[src/ceb_pkg.sv]
package ceb_pkg;

  localparam int unsigned ADDR_W    = 36;
  localparam int unsigned DATA_W    = 64;
  localparam int unsigned BEAT_W    = 3;
  localparam int unsigned EVT_W     = 3;

  // Burst length code: only the four-phase encoding is defined.
  localparam logic [1:0]  BLEN_FOUR = 2'h1;
  localparam logic [2:0]  BEATS_BURST  = 3'h4;
  localparam logic [2:0]  BEATS_SINGLE = 3'h1;

  // Avalon byte offsets.
  localparam logic [5:0]  OFS_CTRL    = 6'h00;
  localparam logic [5:0]  OFS_ADDR_LO = 6'h04;
  localparam logic [5:0]  OFS_ADDR_HI = 6'h08;
  localparam logic [5:0]  OFS_STATUS  = 6'h0c;
  localparam logic [5:0]  OFS_IRQ_ST  = 6'h10;
  localparam logic [5:0]  OFS_IRQ_MSK = 6'h14;
  localparam logic [5:0]  OFS_WD_LO   = 6'h18;
  localparam logic [5:0]  OFS_WD_HI   = 6'h1c;
  localparam logic [5:0]  OFS_RD_LO   = 6'h20;
  localparam logic [5:0]  OFS_RD_HI   = 6'h24;

  // Control register fields.
  localparam int unsigned CTRL_START = 0;
  localparam int unsigned CTRL_STORE = 1;
  localparam int unsigned CTRL_INSTR = 2;
  localparam int unsigned CTRL_BURST = 3;
  localparam int unsigned CTRL_IDX_LO = 4;

  // Event bits, shared by the status and mask registers.
  localparam int unsigned EVT_DONE = 0;
  localparam int unsigned EVT_RERR = 1;
  localparam int unsigned EVT_WERR = 2;

  localparam logic [5:0]  CTRL_RST = 6'h00;
  localparam logic [2:0]  MASK_RST = 3'h0;

  typedef enum logic [0:0] {ST_IDLE, ST_RUN} ceb_state_t;

endpackage

[src/ceb_addr_gen.sv]
`timescale 1ns/1ps
`default_nettype none
module ceb_addr_gen
(
  input  wire logic [35:0] i_base,
  input  wire logic [1:0]  i_beat,
  input  wire logic        i_subblock,
  output logic      [35:0] o_addr
);
  logic [1:0] word_idx;

  always_comb
  begin
    if (i_subblock)
      word_idx = i_base[4:3] ^ i_beat;
    else
      word_idx = i_base[4:3] + i_beat;
    o_addr = {i_base[35:5], word_idx, i_base[2:0]};
  end
endmodule
`default_nettype wire

[src/ceb_bus_phases.sv]
`timescale 1ns/1ps
`default_nettype none
module ceb_bus_phases
(
  input  wire logic        i_core_clk,
  input  wire logic        i_rst,
  input  wire logic [5:0]  i_avs_address,
  input  wire logic        i_avs_read,
  input  wire logic        i_avs_write,
  input  wire logic [31:0] i_avs_writedata,
  input  wire logic [3:0]  i_avs_byteenable,
  output logic      [31:0] o_avs_readdata,
  output logic             o_avs_waitrequest,
  output logic             o_irq,
  output logic             o_address_valid_out,
  output logic      [35:0] o_bus_address,
  input  wire logic        i_address_ready_in,
  output logic      [1:0]  o_burst_length_code,
  output logic             o_burst_phase_flag,
  output logic             o_instruction_fetch_flag,
  output logic             o_direction_is_store,
  input  wire logic        i_bus_clock_active_in,
  input  wire logic        i_ext_buffers_empty_in,
  input  wire logic        i_read_bus_error_in,
  input  wire logic [63:0] i_read_data_in,
  input  wire logic        i_read_data_valid_in,
  input  wire logic        i_subblock_order_select,
  input  wire logic        i_write_bus_error_in,
  output logic      [63:0] o_write_data_out,
  input  wire logic        i_write_data_ready_in
);
  ceb_pkg::ceb_state_t state_r;
  ceb_pkg::ceb_state_t state_nxt;
  logic [5:0]  ctrl_r;
  logic [5:0]  ctrl_nxt;
  logic [35:0] base_r;
  logic [35:0] base_nxt;
  logic [63:0] wbuf_r [4];
  logic [63:0] wbuf_nxt [4];
  logic [63:0] rbuf_r [4];
  logic [63:0] rbuf_nxt [4];
  logic [2:0]  acnt_r;
  logic [2:0]  acnt_nxt;
  logic [2:0]  dcnt_r;
  logic [2:0]  dcnt_nxt;
  logic        werr_pend_r;
  logic        werr_pend_nxt;
  logic        av_r;
  logic        av_nxt;
  logic [35:0] addr_r;
  logic [35:0] addr_nxt;
  logic [63:0] wdata_r;
  logic [63:0] wdata_nxt;
  logic [1:0]  blen_r;
  logic        burst_flag_r;
  logic        burst_flag_nxt;
  logic        instr_r;
  logic        instr_nxt;
  logic        store_r;
  logic        store_nxt;
  logic        waitreq_r;
  logic        waitreq_nxt;
  logic [31:0] rdata_r;
  logic [31:0] rdata_nxt;
  logic [2:0]  events;
  logic [2:0]  irq_status;
  logic [2:0]  irq_mask;
  logic [35:0] gen_addr;
  logic [2:0]  beats;
  logic        accept;
  logic        data_ok;
  logic        rd_done;
  logic        wr_done;
  logic        wr_req;
  logic [31:0] wmask;
  logic [1:0]  idx;

  assign beats  = ctrl_r[ceb_pkg::CTRL_BURST] ? ceb_pkg::BEATS_BURST : ceb_pkg::BEATS_SINGLE;
  assign idx    = ctrl_r[ceb_pkg::CTRL_IDX_LO +: 2];
  assign wr_req = i_avs_write && !waitreq_r;
  assign wmask  = {{8{i_avs_byteenable[3]}}, {8{i_avs_byteenable[2]}},
                   {8{i_avs_byteenable[1]}}, {8{i_avs_byteenable[0]}}};

  // Next address of the burst comes from the count that will stand after this edge.
  ceb_addr_gen u_addr_gen
  (
    .i_base     (base_r),
    .i_beat     (acnt_nxt[1:0]),
    .i_subblock (i_subblock_order_select),
    .o_addr     (gen_addr)
  );

  // A data phase may end at the same edge that accepts its own address, never earlier.
  assign accept  = av_r && i_address_ready_in;
  assign data_ok = (state_r == ceb_pkg::ST_RUN) && (dcnt_r < beats) &&
                   ((dcnt_r < acnt_r) || (dcnt_r == acnt_r && accept));
  assign rd_done = data_ok && !store_r && i_read_data_valid_in;
  assign wr_done = data_ok && store_r && i_write_data_ready_in;

  always_comb
  begin
    state_nxt      = state_r;
    acnt_nxt       = acnt_r;
    dcnt_nxt       = dcnt_r;
    werr_pend_nxt  = wr_done;
    av_nxt         = av_r;
    addr_nxt       = addr_r;
    wdata_nxt      = wdata_r;
    burst_flag_nxt = burst_flag_r;
    instr_nxt      = instr_r;
    store_nxt      = store_r;
    rbuf_nxt       = rbuf_r;
    events         = 3'h0;
    unique case (state_r)
      ceb_pkg::ST_IDLE:
      begin
        if (wr_req && i_avs_address == ceb_pkg::OFS_CTRL &&
            i_avs_writedata[ceb_pkg::CTRL_START] && i_avs_byteenable[0])
        begin
          state_nxt      = ceb_pkg::ST_RUN;
          acnt_nxt       = 3'h0;
          dcnt_nxt       = 3'h0;
          av_nxt         = 1'b1;
          addr_nxt       = gen_addr;
          store_nxt      = i_avs_writedata[ceb_pkg::CTRL_STORE];
          instr_nxt      = i_avs_writedata[ceb_pkg::CTRL_INSTR] &&
                           !i_avs_writedata[ceb_pkg::CTRL_STORE];
          burst_flag_nxt = i_avs_writedata[ceb_pkg::CTRL_BURST];
          wdata_nxt      = wbuf_r[0];
        end
      end
      ceb_pkg::ST_RUN:
      begin
        if (accept)
        begin
          acnt_nxt = acnt_r + 3'h1;
          av_nxt   = (acnt_nxt < beats);
          addr_nxt = gen_addr;
        end
        if (rd_done)
        begin
          rbuf_nxt[dcnt_r[1:0]] = i_read_data_in;
          dcnt_nxt              = dcnt_r + 3'h1;
          events[ceb_pkg::EVT_RERR] = i_read_bus_error_in;
        end
        if (wr_done)
          dcnt_nxt = dcnt_r + 3'h1;
        // The far side takes the beat one edge after write ready, so the next beat
        // and the write error both wait for that edge.
        if (werr_pend_r)
        begin
          events[ceb_pkg::EVT_WERR] = i_write_bus_error_in;
          wdata_nxt = wbuf_r[dcnt_r[1:0]];
        end
        if (dcnt_r == beats && !werr_pend_r)
        begin
          state_nxt = ceb_pkg::ST_IDLE;
          events[ceb_pkg::EVT_DONE] = 1'b1;
        end
      end
    endcase
  end

  // Register file; a started transfer cannot have its buffers rewritten under it.
  always_comb
  begin
    ctrl_nxt    = ctrl_r;
    base_nxt    = base_r;
    wbuf_nxt    = wbuf_r;
    waitreq_nxt = !((i_avs_read || i_avs_write) && waitreq_r);
    rdata_nxt   = rdata_r;
    ctrl_nxt[ceb_pkg::CTRL_START] = (state_r == ceb_pkg::ST_RUN);
    if (wr_req && state_r == ceb_pkg::ST_IDLE)
    begin
      unique case (i_avs_address)
        ceb_pkg::OFS_CTRL:
          ctrl_nxt[5:1] = (ctrl_r[5:1] & ~wmask[5:1]) | (i_avs_writedata[5:1] & wmask[5:1]);
        ceb_pkg::OFS_ADDR_LO:
          base_nxt[31:0] = (base_r[31:0] & ~wmask) | (i_avs_writedata & wmask);
        ceb_pkg::OFS_ADDR_HI:
          base_nxt[35:32] = (base_r[35:32] & ~wmask[3:0]) | (i_avs_writedata[3:0] & wmask[3:0]);
        ceb_pkg::OFS_WD_LO:
          wbuf_nxt[idx][31:0] = (wbuf_r[idx][31:0] & ~wmask) | (i_avs_writedata & wmask);
        ceb_pkg::OFS_WD_HI:
          wbuf_nxt[idx][63:32] = (wbuf_r[idx][63:32] & ~wmask) | (i_avs_writedata & wmask);
        default:
          ctrl_nxt = ctrl_nxt;
      endcase
    end
    if (i_avs_read && waitreq_r)
    begin
      unique case (i_avs_address)
        ceb_pkg::OFS_CTRL:    rdata_nxt = {26'h0, ctrl_r};
        ceb_pkg::OFS_ADDR_LO: rdata_nxt = base_r[31:0];
        ceb_pkg::OFS_ADDR_HI: rdata_nxt = {28'h0, base_r[35:32]};
        ceb_pkg::OFS_STATUS:  rdata_nxt = {25'h0, dcnt_r, i_subblock_order_select,
                                           i_bus_clock_active_in, i_ext_buffers_empty_in,
                                           state_r == ceb_pkg::ST_RUN};
        ceb_pkg::OFS_IRQ_ST:  rdata_nxt = {29'h0, irq_status};
        ceb_pkg::OFS_IRQ_MSK: rdata_nxt = {29'h0, irq_mask};
        ceb_pkg::OFS_WD_LO:   rdata_nxt = wbuf_r[idx][31:0];
        ceb_pkg::OFS_WD_HI:   rdata_nxt = wbuf_r[idx][63:32];
        ceb_pkg::OFS_RD_LO:   rdata_nxt = rbuf_r[idx][31:0];
        ceb_pkg::OFS_RD_HI:   rdata_nxt = rbuf_r[idx][63:32];
        default:              rdata_nxt = 32'h0;
      endcase
    end
  end

  always_ff @(posedge i_core_clk)
  begin
    if (i_rst)
    begin
      state_r      <= ceb_pkg::ST_IDLE;
      ctrl_r       <= ceb_pkg::CTRL_RST;
      base_r       <= 36'h0;
      wbuf_r       <= '{default: 64'h0};
      rbuf_r       <= '{default: 64'h0};
      acnt_r       <= 3'h0;
      dcnt_r       <= 3'h0;
      werr_pend_r  <= 1'b0;
      av_r         <= 1'b0;
      addr_r       <= 36'h0;
      wdata_r      <= 64'h0;
      blen_r       <= ceb_pkg::BLEN_FOUR;
      burst_flag_r <= 1'b0;
      instr_r      <= 1'b0;
      store_r      <= 1'b0;
      waitreq_r    <= 1'b1;
      rdata_r      <= 32'h0;
    end
    else
    begin
      state_r      <= state_nxt;
      ctrl_r       <= ctrl_nxt;
      base_r       <= base_nxt;
      wbuf_r       <= wbuf_nxt;
      rbuf_r       <= rbuf_nxt;
      acnt_r       <= acnt_nxt;
      dcnt_r       <= dcnt_nxt;
      werr_pend_r  <= werr_pend_nxt;
      av_r         <= av_nxt;
      addr_r       <= addr_nxt;
      wdata_r      <= wdata_nxt;
      blen_r       <= ceb_pkg::BLEN_FOUR;
      burst_flag_r <= burst_flag_nxt;
      instr_r      <= instr_nxt;
      store_r      <= store_nxt;
      waitreq_r    <= waitreq_nxt;
      rdata_r      <= rdata_nxt;
    end
  end

  ceb_irq u_irq
  (
    .i_core_clk     (i_core_clk),
    .i_rst          (i_rst),
    .i_event        (events),
    .i_status_clear (i_avs_read && waitreq_r && i_avs_address == ceb_pkg::OFS_IRQ_ST),
    .i_mask_we      (wr_req && i_avs_address == ceb_pkg::OFS_IRQ_MSK && i_avs_byteenable[0]),
    .i_mask_wdata   (i_avs_writedata[2:0]),
    .o_status       (irq_status),
    .o_mask         (irq_mask),
    .o_irq          (o_irq)
  );

  assign o_avs_readdata           = rdata_r;
  assign o_avs_waitrequest        = waitreq_r;
  assign o_address_valid_out      = av_r;
  assign o_bus_address            = addr_r;
  assign o_burst_length_code      = blen_r;
  assign o_burst_phase_flag       = burst_flag_r;
  assign o_instruction_fetch_flag = instr_r;
  assign o_direction_is_store     = store_r;
  assign o_write_data_out         = wdata_r;

  // Helper: beat index of the last read capture.
  logic [1:0] cap_idx_r;
  always_ff @(posedge i_core_clk)
  begin
    if (i_rst)
      cap_idx_r <= 2'h0;
    else if (rd_done)
      cap_idx_r <= dcnt_r[1:0];
  end
endmodule
`default_nettype wire

[src/ceb_irq.sv]
`timescale 1ns/1ps
`default_nettype none
module ceb_irq
(
  input  wire logic       i_core_clk,
  input  wire logic       i_rst,
  input  wire logic [2:0] i_event,
  input  wire logic       i_status_clear,
  input  wire logic       i_mask_we,
  input  wire logic [2:0] i_mask_wdata,
  output logic      [2:0] o_status,
  output logic      [2:0] o_mask,
  output logic            o_irq
);
  logic [2:0] status_r;
  logic [2:0] status_nxt;
  logic [2:0] mask_r;
  logic [2:0] mask_nxt;
  logic       irq_r;
  logic       irq_nxt;

  // An event arriving in the clearing cycle survives the clear.
  always_comb
  begin
    status_nxt = (i_status_clear ? 3'h0 : status_r) | i_event;
    mask_nxt   = i_mask_we ? i_mask_wdata : mask_r;
    irq_nxt    = |(status_nxt & mask_nxt);
  end

  always_ff @(posedge i_core_clk)
  begin
    if (i_rst)
    begin
      status_r <= 3'h0;
      mask_r   <= ceb_pkg::MASK_RST;
      irq_r    <= 1'b0;
    end
    else
    begin
      status_r <= status_nxt;
      mask_r   <= mask_nxt;
      irq_r    <= irq_nxt;
    end
  end

  assign o_status = status_r;
  assign o_mask   = mask_r;
  assign o_irq    = irq_r;
endmodule
`default_nettype wire

[config.mk]
export PLATFORM = sky130hd
export DESIGN_NAME = ceb_bus_phases
export DESIGN_NICKNAME = d
export VERILOG_FILES = /design/src/ceb_pkg.sv /design/src/ceb_addr_gen.sv /design/src/ceb_bus_phases.sv /design/src/ceb_irq.sv
export SDC_FILE = /design/constraint.sdc
export NUM_CORES = 2
export LEC_CHECK = 0
export ABC_AREA = 1
export BUFFER_PORTS_ARGS = -buffer_cell sky130_fd_sc_hd__buf_2
export CORE_ASPECT_RATIO = 1.25
export CORE_MARGIN = 8
export CORE_UTILIZATION = 60
export DETAILED_ROUTE_END_ITERATION = 7
export GPL_ROUTABILITY_DRIVEN = 0
export HOLD_SLACK_MARGIN = 0.02
export PLACE_DENSITY = 0.8
export SLEW_MARGIN = 20
export SYNTH_ARGS = -nofsm -noshare
export SYNTH_HDL_FRONTEND = slang
export SYNTH_SLANG_ARGS = --single-unit
[constraint.sdc]
create_clock -name i_core_clk -period 2.8 [get_ports i_core_clk]
set_clock_uncertainty 0.15 [all_clocks]
set_input_delay 0.28 -clock i_core_clk [delete_from_list [all_inputs] [get_ports i_core_clk]]
set_output_delay 0.28 -clock i_core_clk [all_outputs]
set_load 0.005 [all_outputs]
==> Yosys cells after proc, flatten, opt, wreduce, memory -nomap -nowiden <==
Cells that the tools add are included.
{ "word_totals": {"reg_bits": 706, "in_bits": 118, "word_cells": 163} }
{ "classes": {"add_sub_neg": 3, "n_lt_le_gt_ge": 7, "n_eq_ne": 15, "n_mux": 47, "bitwise_logic": 22, "reduce_logical": 41} }
{ "ops": {"columns": ["op", "count"], "rows": [
  ["bitwise mux 256 bit", 3],
  ["2-to-1 mux 64 bit", 10],
  ["one-hot mux 256 bit (2 select lines)", 1],
  ["binary-select mux 64 bit (select 2 bit)", 3],
  ["demux 64 bit (select 2 bit)", 3],
  ["one-hot mux 32 bit (10 select lines)", 1],
  ["AND 32 bit", 4],
  ["one-hot mux 64 bit (2 select lines)", 1],
  ["OR 32 bit", 3],
  ["2-to-1 mux 36 bit", 2],
  ["one-hot mux 36 bit (2 select lines)", 1],
  ["2-to-1 mux 32 bit", 1],
  ["NOT 32 bit", 1],
  ["2-to-1 mux 3 bit", 9],
  ["equality test 6 x 5 -> 1 bit, second input constant", 4],
  ["logical AND 1 bit", 22],
  ["AND reduction 2 bit", 9],
  ["equality test 6 x 4 -> 1 bit, second input constant", 2],
  ["equality test 6 bit, second input constant", 2],
  ["one-hot mux 3 bit (2 select lines)", 2],
  ["AND 5 bit", 2],
  ["< comparator 3 bit", 3],
  ["AND 4 bit", 2],
  ["2-to-1 mux 1 bit", 7],
  ["25 further kinds", 37]
]} }

==> Longest topological paths before layout <==
{ "depth": {"word_depth": 11, "mapped_depth": 14, "ltp_nobuf": 14} }

==> By module <==
From an unflattened synthesis, not the netlist that was laid out.
{ "unflattened": {"hier_cells": 4652, "hier_area_um2": 32190.9} }
{ "modules_own_cells": {"columns": ["module", "instances", "cells_per_inst", "area_per_inst_um2"], "rows": [
  ["ceb_bus_phases", 1, 4565, 31596.6],
  ["ceb_addr_gen", 1, 49, 322.8],
  ["ceb_irq", 1, 38, 271.5]
]} }

==> Worst setup path after synthesis <==
No wires, ideal clock.
{ "synth_timing": {"path_type": "reg2reg", "start": "register dcnt_r[0]", "end": "register rbuf_r[211] in the netlist's numbering", "arrival_ns": 2.207, "required_time_ns": 2.580, "slack_ns": 0.373, "path_stages_with_launch": 13, "n_path_buf": 4, "period_less_slack_ns": 2.427, "path_cell_list": "dfxtp_1 > buf_2 > inv_2 > clkbuf_1 > ha_1 > nand4_1 > nand2_1 > and3_1 > buf_4 > nand2_2 > clkbuf_1 > nand2_1 > a21oi_1"} }
{ "synth_via": {"elab_chain_cells": 7, "word_cells_on_any_way": 17} }
{ "synth_rtl": {"columns": ["item", "line_no", "rtl"], "rows": [
  ["start: declaration", "ceb_bus_phases.sv:44", "logic [2:0] dcnt_r;"],
  ["start signal: assignment", "ceb_bus_phases.sv:240", "dcnt_r <= dcnt_nxt;"],
  ["parallel branches: the longest is 7 deep, another holds greater-or-equal comparator 3 bit", null, null],
  ["end signal: assignment", "ceb_bus_phases.sv:238", "rbuf_r <= rbuf_nxt;"],
  ["end: declaration", "ceb_bus_phases.sv:40", "logic [63:0] rbuf_r [4];"]
]} }
Several ways; the timed one is not identified.
A chain may end at the register's enable or synchronous reset.

==> results.toml <==
[timing]
period_minus_slack_ns = 2.594
timing.final.max_slew_violations = 0
worst_slack_ns = 0.2065
post-route-period-util_pct = 92.63
slew_headroom_pct = 50.08
worst_pin_slew_ns = 0.7470
hold_viol_final = 0
final-setup-viol-count = 0
rsz0062_at_grt = "false"
clock.fmax_ghz = 0.3856
finalSetupTns_ns = 0

[floorplan]
die_y_um = 272.8
start_util_pct = 60.46
num_rows = 94
die_area_um2 = 60390
coreArea_um2 = 52340
die_width_um = 221.4
ios = 258

[logic_synthesis]
yosysSeqAreaShare_pct = 44.67
synth_area_um2 = 31640
synth_nets = 4749
synth_cell_types = 35
synth-edff-count = 0
syn_area_per_cell_um2 = 6.850
async_reset_ff_share_pct = 0
ys_ff_latch = 706
ys_warn_count = 0
synthFlopType = "dfxtp_1"
syn_inst = 4619

[routing]
via_per_inst = 6.332
routed_wl_um = 121800
drtIter0Drc = 6029
vias = 35010
drc_errors = 2
wire_per_inst_um = 22.03
dr.pass1.iters = 8
ant_nets = 0

[pwr]
powerDensity_nw_per_um2 = 561.7
p_leak_nw = 14.91
max-vdd-ir-drop_mv = 0.5794
finalPower_mw = 20.81

[critical_path]
cp_max_fo = 129
r2r_cells = 9
crit_path_end_kind = "flip-flop"
cp_slowest_cell = "buf_12"
r2r-end = "rbuf_r[104]"
reg2reg_slack_ns = 0.21
start_kind = "flip-flop"
critical_path.max_stage_delay_ns = 0.42
crit_required_ns = 3.17
path_class = "reg -> reg"
path_buf_inv = 3
critPathTopFamily = "simple AND/OR/NAND/NOR gates"
cp_data_arrival_time_ns = 2.96
crit_chain = "inv_1, ha_1, inv_1, a21oi_1, nor3_1, and3_4, buf_12, nand3_1, a21oi_1"

[grt]
overflow = 0
grt_antenna_before_repair = 3
grt_use_total_pct = 38.25
grt_max_degree = 130
grt_pass1_wl_um = 184600
grt_pass1_vias = 31930

[job]
max_cap_viol_count = 0

[clocking]
cts.path.max_buffers = 3
clk_latency_ns = 0.62
clkSlewWorstSetupHoldPaths_ns = 0.06
cts_buffers = 70
cts-root-buf = "clkbuf_16"
cts_tree = "done"
clock_sinks = 706
ctsHtreeMaxLevel = 3

[worst_hold_path]
holdPathStages = 3
hp-start = "i_avs_byteenable[0]"
hold_class = "in -> reg"
whs_endpoint = "wbuf_r[32]"

[final_layout]
final-seq-area_um2 = 14140
fill_cells = 4361
final_nets = 4935
syn_to_final_growth_pct = 17.08
multi_input_area_um2 = 15520
utilization_pct = 70.78
drive_gt1_share_pct = 10.83

[placed_design]
io_buffers = 255
place_ws_ns = 0.3629
detailed_place_hpwl_um = 76820

[run_status]
violations = "DRC"
status = "finished, violations left"
## cell usage after synthesis (all sizes together) (4+ instances only)
| library cell | n | area, µm² |
|---|---|---|
| o2111ai | 17 | 148.9 |
| nand4 | 84 | 525.5 |
| clkbuf | 196 | 737.0 |
| nand2 | 1412 | 5308 |
| a31oi | 20 | 125.1 |
| a21oi | 649 | 3248 |
| o21a | 15 | 112.6 |
| nor3 | 4 | 20.02 |
| nor2 | 300 | 1151 |
| a21boi | 9 | 67.56 |
| o211ai | 5 | 37.54 |
| dfxtp | 706 | 14130 |
| buf | 169 | 879.6 |
| o21ai | 496 | 2482 |
| a211oi | 8 | 60.06 |
| inv | 126 | 473.0 |
| nand3 | 378 | 1892 |
| ha | 12 | 150.1 |
## area by class of cell
type	instances	area share (%)
inverter	127	1.307
timing repair buffer	479	9.828
clock inverter	15	0.6822
sequential	706	38.16
multi-input combinational	3421	41.90
clock buffer	107	5.843
tap	672	2.270
antenna	2	0.01351
## sequential cells by signal, summed over array words and instances (netlist names), 3 cells and up, named ones only
register / cells
acnt_r: 3
dcnt_r: 3
o_avs_readdata: 32
o_bus_address: 36
o_write_data_out: 64
rbuf_r: 256
u_irq.o_mask: 3
u_irq.o_status: 3
wbuf_r: 256
## worst min-delay path: cells and delay by family
family / cells / cell delay (ns)
buf+inv: 1 / 0.18
simple gates: 1 / 0.23
compound gates: 1 / 0.11
## metrics by stage
stage | cell area [µm²] | cells | hold slack [ns]
final | 37050 | 5529 | 0.08134
after detailed placement | 33580 | 5301 | 0.2812
after floorplan | 31640 | 4619 | 0.2459
after CTS | 37040 | 5527 | 0.06016
after global placement | 33580 | 5301 | 0.2780
after global routing | 37040 | 5527 | 0.09370
## repair_timing
item | in CTS | in global routing
endpoints found under the hold margin | 335 | 0
endpoints found under the setup margin | 0 | 0
hold buffers | 104 | 0
setup buffers | 0 | 0
gates resized for setup | 0 | 0
## cells by family (layout without fill, tap and decap cells)
kind of cell | Yosys count | after routing | share of synthesized area [%]
and+or+nand+nor | 2182 | 2182 | 28.19
AOI/OAI and AO/OA | 1221 | 1221 | 19.91
DFF | 706 | 706 | 44.67
buffers and inverters | 492 | 728 | 6.616
xor gates and xnor gates | 4 | 4 | 0.1107
adders and majority gates | 12 | 12 | 0.4745
other | 2 | 4 | 0.02373
## layer usage
layer | wire length (µm) | vias up | global-route usage (%) | part of all wire (%)
li1 | - | 15740 | - | -
met4 | 9155 | 4 | 25.56 | 7.5
met1 | 42380 | 16040 | 46.30 | 35
met3 | 15720 | 570 | 8.366 | 13
met5 | 27 | - | 0 | 0.022
met2 | 54540 | 2648 | 60.99 | 45
## report_power, final
group | internal, mW | switching [mW]
clock | 5.96 | 4.03
sequential | 10.0 | 0.00476
combinational | 0.247 | 0.519
## how the worst max path moves through the flow
stage	to	start	cells after the start
2_1_floorplan	rbuf_r[211]	dcnt_r[0]	12
3_3_place_gp	rbuf_r[197]	flip-flop	9
3_5_place_dp	rbuf_r[10]	flip-flop	9
4_1_cts	rbuf_r[220]	flip-flop	9
5_1_grt	rbuf_r[72]	flip-flop	9
6_report	rbuf_r[104]	flip-flop	9
## cell usage in the layout (no fill, tap or decap), types with 20 or more instances in the layout
master            n
buf_4            87
inv_1           121
nand4_1          84
clkbuf_8         21
dlygate4sd3_1   104
a31oi_1          20
nand3_1         378
a21oi_1         648
nor2_1          280
clkbuf_16        73
dfxtp_1         703
buf_12           33
o21ai_0         492
buf_2           254
nand2_1        1407
No activity file was read; power rests on OpenSTA's default activity.
